File: config.mk
export PLATFORM = sky130hd
export DESIGN_NAME = able_exec
export DESIGN_NICKNAME = d
export VERILOG_FILES = /design/src/include/able_pkg.sv /design/src/verilog/able_exec.sv
export SDC_FILE = /design/constraint.sdc
export NUM_CORES = 1
export LEC_CHECK = 0
export ABC_AREA = 0
export BUFFER_PORTS_ARGS = -buffer_cell sky130_fd_sc_hd__buf_2
export CORE_UTILIZATION = 55
export CTS_CLUSTER_SIZE = 10
export DETAILED_ROUTE_END_ITERATION = 7
export GPL_TIMING_DRIVEN = 1
export MAX_ROUTING_LAYER = met4
export PLACE_DENSITY = 0.79
export SYNTH_ARGS = -nofsm -noshare
export SYNTH_HDL_FRONTEND = slang
export SYNTH_SLANG_ARGS = --single-unit
export TNS_END_PERCENT = 5
File: constraint.sdc
create_clock -name clk -period 2.5 [get_ports clk]
set_input_delay 0.25 -clock clk [delete_from_list [all_inputs] [get_ports clk]]
set_output_delay 0.25 -clock clk [all_outputs]
set_load 0.005 [all_outputs]
File: src/include/able_pkg.sv
/*
 Package for the bit-logic execution datapath: opcode patterns, flag
 layout, phase enumeration and the packed carriers used at its ports.
 Assumes a core that presents one 16-bit instruction word per cycle.
*/
//
// Contract
// - Decode pattern adds acc, carry, file
// - Add result: d=0 accumulator, d=1 file
// - Add updates overflow, carry, nibble carry, zero
// - Literal AND into accumulator, zero only
// - File AND with accumulator, zero only
// - File AND: d=0 accumulator, d=1 file
// - Bit clear in file, flags kept
// - Bit set in file, flags kept
// - Bit test skips next when zero
// - Skip discards fetched word, two cycles
// - Skip cycle writes nothing anywhere
package able_pkg;
   // Opcode fields
   localparam int OPC_HI = 15;
   localparam int OPC7_LO = 9;
   localparam int OPC8_LO = 8;
   localparam int OPC5_LO = 11;
   localparam int DEST_BIT = 8;
   localparam int BSEL_LO = 8;
   localparam logic [6:0] PAT_ADDC = 7'h08;   // 0001 000d
   localparam logic [6:0] PAT_ANDF = 7'h05;   // 0000 101d
   localparam logic [7:0] PAT_ANDL = 8'hb5;   // 1011 0101
   localparam logic [4:0] PAT_BCLR = 5'h11;   // 1000 1bbb
   localparam logic [4:0] PAT_BSET = 5'h10;   // 1000 0bbb
   localparam logic [4:0] PAT_BTSZ = 5'h13;   // 1001 1bbb
   // Flag positions inside the four-bit status field
   localparam int FLG_C = 0;
   localparam int FLG_DC = 1;
   localparam int FLG_Z = 2;
   localparam int FLG_OV = 3;
   localparam logic [7:0] ACC_RST = 8'h00;
   localparam logic [3:0] FLG_RST = 4'h0;

   typedef enum logic [1:0] {ABLE_Q1, ABLE_Q2, ABLE_Q3, ABLE_Q4} able_phase_e;

   // Operation selected by decode
   typedef enum logic [2:0] {
      ABLE_OP_NONE, ABLE_OP_ADDC, ABLE_OP_ANDL, ABLE_OP_ANDF,
      ABLE_OP_BCLR, ABLE_OP_BSET, ABLE_OP_BTSZ
   } able_op_e;

   // File register write request
   typedef struct packed {
      logic       we;
      logic [7:0] addr;
      logic [7:0] data;
   } able_fwr_s;
endpackage

File: src/verilog/able_exec.sv
/*
 Execution datapath for six instructions of an 8-bit core, stepped
 through a four-phase instruction cycle. Holds the accumulator and the
 four status flags. Assumes the fetch logic offers instr at Q1, file
 data returns combinationally from file_rdata for file_addr, and that
 the fetcher watches skip_cycle to hold its program counter. A skipped
 word is still latched here but decoded as a no-op, so the fetcher need
 not replace it. There is no stall input: every instruction takes four clocks.
*/
`timescale 1ns/10ps
`default_nettype none
module able_exec (
   input wire logic clk,
   input wire logic reset_n,
   input wire logic [15:0] instr,
   output logic [7:0] file_addr,
   input wire logic [7:0] file_rdata,
   output able_pkg::able_fwr_s file_wr,
   output logic [7:0] working_accumulator,
   output logic [3:0] flags,
   output able_pkg::able_phase_e phase,
   output logic skip_cycle,
   output logic instr_done
);
   import able_pkg::*;

   // Sequencing and datapath state; every register shares the one reset
   able_phase_e phase_reg, phase_next;   // Q-phase counter
   able_op_e op_reg, op_next;            // Decoded operation
   logic [15:0] ir_reg, ir_next;         // Latched instruction word
   logic [7:0] opnd_reg, opnd_next;      // Operand read in Q2
   logic [8:0] res_reg, res_next;        // Result plus carry out
   logic [3:0] flg_res_reg, flg_res_next; // Flags computed in Q3, applied in Q4
   logic [7:0] acc_reg, acc_next;        // Working accumulator
   logic [3:0] flg_reg, flg_next;        // Status flags seen by software
   logic skip_pend_reg, skip_pend_next;  // Next cycle becomes forced no-op
   logic skip_reg, skip_next;            // Current cycle is forced no-op
   able_fwr_s fwr_reg, fwr_next;
   logic done_reg, done_next;
   logic [4:0] nib;                      // Nibble sum for digit carry
   logic [7:0] bmask;                    // One-hot bit select

   // Decode a fresh word into an operation
   // Patterns do not overlap, so the order of the tests is free
   function automatic able_op_e decode(input logic [15:0] w);
      if (w[OPC_HI:OPC7_LO] == PAT_ADDC) return ABLE_OP_ADDC;
      if (w[OPC_HI:OPC8_LO] == PAT_ANDL) return ABLE_OP_ANDL;
      if (w[OPC_HI:OPC7_LO] == PAT_ANDF) return ABLE_OP_ANDF;
      if (w[OPC_HI:OPC5_LO] == PAT_BCLR) return ABLE_OP_BCLR;
      if (w[OPC_HI:OPC5_LO] == PAT_BSET) return ABLE_OP_BSET;
      if (w[OPC_HI:OPC5_LO] == PAT_BTSZ) return ABLE_OP_BTSZ;
      return ABLE_OP_NONE;
   endfunction

   // Mask and file address come from the latched word, stable from Q2 to Q1
   assign bmask = 8'h01 << ir_reg[BSEL_LO +: 3];
   assign file_addr = ir_reg[7:0];

   // Phase sequencing, decode, execute and write-back
   always_comb begin
      phase_next = phase_reg;
      op_next = op_reg;
      ir_next = ir_reg;
      opnd_next = opnd_reg;
      res_next = res_reg;
      flg_res_next = flg_res_reg;
      acc_next = acc_reg;
      flg_next = flg_reg;
      skip_pend_next = skip_pend_reg;
      skip_next = skip_reg;
      fwr_next = '0;
      done_next = 1'b0;
      nib = 5'h00;
      unique case (phase_reg)
         ABLE_Q1: begin
            // Decode; a pending skip forces the fetched word to no-op
            phase_next = ABLE_Q2;
            ir_next = instr;
            skip_next = skip_pend_reg;
            skip_pend_next = 1'b0;
            op_next = skip_pend_reg ? ABLE_OP_NONE : decode(instr);
         end
         ABLE_Q2: begin
            // Operand read: literal for the immediate AND, else the file
            phase_next = ABLE_Q3;
            opnd_next = (op_reg == ABLE_OP_ANDL) ? ir_reg[7:0] : file_rdata;
         end
         ABLE_Q3: begin
            // Execute
            phase_next = ABLE_Q4;
            flg_res_next = flg_reg;
            res_next = {1'b0, opnd_reg};
            unique case (op_reg)
               ABLE_OP_ADDC: begin
                  res_next = {1'b0, acc_reg} + {1'b0, opnd_reg}
                     + {8'h00, flg_reg[FLG_C]};
                  nib = {1'b0, acc_reg[3:0]} + {1'b0, opnd_reg[3:0]}
                     + {4'h0, flg_reg[FLG_C]};
                  flg_res_next[FLG_C] = res_next[8];
                  flg_res_next[FLG_DC] = nib[4];
                  flg_res_next[FLG_Z] = (res_next[7:0] == 8'h00);
                  // Signed overflow: like signs in, unlike sign out
                  flg_res_next[FLG_OV] = (acc_reg[7] == opnd_reg[7])
                     && (res_next[7] != acc_reg[7]);
               end
               ABLE_OP_ANDL, ABLE_OP_ANDF: begin
                  // Carry, nibble carry and overflow keep their old values
                  res_next = {1'b0, acc_reg & opnd_reg};
                  flg_res_next[FLG_Z] = ((acc_reg & opnd_reg) == 8'h00);
               end
               // Bit ops touch only the selected bit; flags stay as they were
               ABLE_OP_BCLR: res_next = {1'b0, opnd_reg & ~bmask};
               ABLE_OP_BSET: res_next = {1'b0, opnd_reg | bmask};
               // Only arm the skip here; the forced no-op starts at the next decode
               ABLE_OP_BTSZ: skip_pend_next = ((opnd_reg & bmask) == 8'h00);
               ABLE_OP_NONE: ;
            endcase
         end
         ABLE_Q4: begin
            // Write back; a forced no-op cycle writes nothing
            phase_next = ABLE_Q1;
            done_next = 1'b1;
            unique case (op_reg)
               ABLE_OP_ADDC, ABLE_OP_ANDF: begin
                  // Destination bit picks file or accumulator
                  if (ir_reg[DEST_BIT]) begin
                     fwr_next = '{we: 1'b1, addr: ir_reg[7:0], data: res_reg[7:0]};
                  end else begin
                     acc_next = res_reg[7:0];
                  end
                  flg_next = flg_res_reg;
               end
               ABLE_OP_ANDL: begin
                  // Literal AND always lands in the accumulator
                  acc_next = res_reg[7:0];
                  flg_next = flg_res_reg;
               end
               ABLE_OP_BCLR, ABLE_OP_BSET: begin
                  // Read-modify-write of the whole byte
                  fwr_next = '{we: 1'b1, addr: ir_reg[7:0], data: res_reg[7:0]};
               end
               ABLE_OP_BTSZ, ABLE_OP_NONE: ;
            endcase
         end
      endcase
   end

   // State registers
   // Reset loads constants only; the core restarts in decode with no skip armed
   always_ff @(posedge clk or negedge reset_n) begin
      if (!reset_n) begin
         phase_reg <= ABLE_Q1;
         op_reg <= ABLE_OP_NONE;
         ir_reg <= 16'h0000;
         opnd_reg <= 8'h00;
         res_reg <= 9'h000;
         flg_res_reg <= FLG_RST;
         acc_reg <= ACC_RST;
         flg_reg <= FLG_RST;
         skip_pend_reg <= 1'b0;
         skip_reg <= 1'b0;
         fwr_reg <= '0;
         done_reg <= 1'b0;
      end else begin
         phase_reg <= phase_next;
         op_reg <= op_next;
         ir_reg <= ir_next;
         opnd_reg <= opnd_next;
         res_reg <= res_next;
         flg_res_reg <= flg_res_next;
         acc_reg <= acc_next;
         flg_reg <= flg_next;
         skip_pend_reg <= skip_pend_next;
         skip_reg <= skip_next;
         fwr_reg <= fwr_next;
         done_reg <= done_next;
      end
   end

   // Every output comes straight from a flip-flop
   assign working_accumulator = acc_reg;
   assign flags = flg_reg;
   assign phase = phase_reg;
   assign skip_cycle = skip_reg;
   assign file_wr = fwr_reg;
   assign instr_done = done_reg;
endmodule // able_exec
`default_nettype wire
==> metrics.yaml <==
cts.sinks: 68
viasPerCell: 5.95
ys_ff_latch: 68
critical_path.max_fanout: 5
peakVddDrop_mv: 0.453
worstMarginPinSlew_ns: 1.18
clock-skew-final_ns: 0.00943
core_um2: 6390
n_antenna_cell: 0
status: "finished, final reports clean"
vias: 3029
fp.dieH_um: 83.7
cp_common_cell: "fa_1"
dp_cells: 493
first_global_vias: 2985
post_cts_buffers: 0
dr.pass1.iters: 5
cts_root_buffer: "clkbuf_8"
num_rows: 29
drive_gt1_share_pct: 27.3
grtUsageTotal_pct: 28.9
fillers: 524
dpl_cell_area_um2: 4040
synth_compound_area_share_pct: 14.9
dpl_worst_slack_ns: 0.0583
final_antenna_net_count: 0
clock_latency_ns: 0.35
cts_made_buffers: 9
ios: 67
synth_cell_types: 57
drv_slew: 0
period_share_pct: 94.5
final_net_count: 469
yosysTopAreaCell: "dfrtp_1"
synth_flop_cell: "dfrtp_1"
holdPathEnd: "ir_reg[6]$_DFFE_PN0P_"
regToRegEndpoint: "flg_res_reg[2]$_DFFE_PN0P_"
syn_area_um2: 3670
power_mw: 2.56
htreeDepth: 3
setup_viol: 0
portBuffers: 66
cts_tree: "done"
synthArstFlopShare_pct: 100
clk_pin_slew_ns: 0.08
powerDensity_nw_per_um2: 609
grt_antenna_before_repair: 0
slew_headroom_pct: 19.1
start_util_pct: 57.5
synth-simple-area-share_pct: 14.8
synth-xor-area-share_pct: 1.19
synthTopCellsByArea: "dfrtp_1, mux2_2, ha_1"
grt_util_met1_pct: 38.9
avgRoutedWirePerCell_um: 17.9
yosysMostFrequentCell: "dfrtp_1"
leakage_nw: 2.07
avgSynthCellArea_um2: 10.0
seq_area_frac_synth_pct: 46.3
final_area_um2: 4210
synth_adder_area_share_pct: 5.52
largest_reg_flops: 17
post-route-worst-setup-slack_ns: 0.138
syn_to_final_growth_pct: 14.7
period_minus_slack_ns: 2.36
max_stage_delay_ns: 0.45
hold_viol: 0
crit_arrival_ns: 2.64
timing.rr.start: "working_accumulator[0]$_DFFE_PN0P_"
setup.worst_path.end_class: "register"
dp_hpwl_um: 6710
criticalPathCategory: "reg -> reg"
synth_nets: 408
synth_edf_count: 0
timing.hold.ws_ns: 0.129
netlist_top_cells_count: "dfrtp_1, nor2_1, inv_1"
min_path_cells: 2
grt_pass1_wl_um: 15300
crit_chain: "inv_1, fa_1, fa_1, nand2b_1, nand2_1, a21oi_1, xnor2_1, nor4_1, a41o_1"
r2r_cells: 9
fin_util_pct: 65.9
fin_cells: 509
synth_top_area_share_pct: 46.3
wirelength_um: 9140
drv_cap: 0
syn_inst: 367
ys_warn_count: 0
grtUsageMet3_pct: 4.35
overflow: 0
dieArea_um2: 7010
rsz0062_at_grt: "false"
gp_congestion: 0.947
muxShareOfSynthArea_pct: 10.4
required_ns: 2.78
max_freq_mhz: 423
grt.busiest_layer: "met2"
hold_path.class: "in -> reg"
hold_start: "instr[6]"
reg2reg_slack_ns: 0.14
final.setup.tns_ns: 0
drc_errors: 0
grt_use_met2_pct: 45.5
clockBufferDepth: 2
start_kind: "register"
slowest_stage: "fa_1"
die_x_um: 83.7
synth_top_family_by_area: "compound AO/OA/AOI/OAI gates"
grt_max_degree: 44
drt_iter0_drc: 170
worst max-delay path, delay by kind of cell, from the launching register on:
family	cells	cell delay [ns]
buffers and inverters	1	0.07
flip-flops	1	0.41
adder cells (fa/ha/maj)	2	0.86
XOR/XNOR	1	0.16
AO/OA/AOI/OAI	2	0.30
AND/OR/NAND/NOR	3	0.50
routing by layer:
layer | routed length [um] | share of wire, %
met1 | 4100 | 45
met2 | 4430 | 49
met3 | 474 | 5.2
met4 | 131 | 1.4
met5 | 0 | 0
logic make-up (layout without fill, tap and decap cells):
| group | count (synthesis) | in the layout |
|---|---|---|
| simple gates | 106 | 106 |
| compound gates | 87 | 87 |
| flops | 68 | 68 |
| buf+inv | 53 | 118 |
| mux | 33 | 33 |
| fa+ha+maj | 15 | 15 |
| xor+xnor | 5 | 5 |
layout make-up:
type | instances | area [um2] | share of cell area, %
tap | 77 | 96.3 | 2.29
clock buffer | 9 | 124 | 2.94
timing repair buffer | 78 | 435 | 10.3
clock inverter | 6 | 41.3 | 0.980
multi-input combinational | 246 | 1720 | 40.8
sequential | 68 | 1700 | 40.4
inverter | 25 | 93.8 | 2.23
report_power, final:
part           switching [mW]  internal, mW
logic                   0.299         0.231
clock network           0.436         0.353
registers              0.0782          1.17
cell usage in the layout (no fill, tap or decap), types with 3 or more instances in the layout:
cell type and instances:
dfrtp_1 67, buf_2 66, nor2_1 30, inv_1 24, a21oi_1 22, nand2_1 19
o21ai_0 19, and3_1 17, mux2_2 16, ha_1 13, mux2i_1 11, nor3_1 11
buf_4 10, clkbuf_8 9, o22ai_1 8, o21ai_1 8, a31oi_1 5, nand2b_1 4
nand3b_1 4, nor4_1 4, nand3_1 4, mux2_1 4, xnor2_1 3, a311oi_1 3
o21a_1 3, clkinvlp_4 3
worst max path at each step:
| stage | end | cells past startpoint | slack (ns) | from |
|---|---|---|---|---|
| after floorplan | flg_res_reg[2]$_DFFE_PN0P_ | 9 | 0.27 | working_accumulator[0]$_DFFE_PN0P_ |
| after global placement | flg_res_reg[2]$_DFFE_PN0P_ | 9 | 0.15 | working_accumulator[0]$_DFFE_PN0P_ |
| after detailed placement | flg_res_reg[2]$_DFFE_PN0P_ | 9 | 0.06 | working_accumulator[0]$_DFFE_PN0P_ |
| after CTS | flg_res_reg[2]$_DFFE_PN0P_ | 9 | 0.05 | working_accumulator[0]$_DFFE_PN0P_ |
| after global routing | flg_res_reg[2]$_DFFE_PN0P_ | 9 | 0.03 | working_accumulator[0]$_DFFE_PN0P_ |
| final | flg_res_reg[2]$_DFFE_PN0P_ | 9 | 0.14 | working_accumulator[0]$_DFFE_PN0P_ |
timing repair:
item / 4_1_cts / 5_1_grt
setup endpoints to repair: 0 / 1
resized for setup: 0 / 1
endpoints found under the hold margin: 25 / 0
hold buffers: 1 / 0
Power figures use the tool's default switching activity.
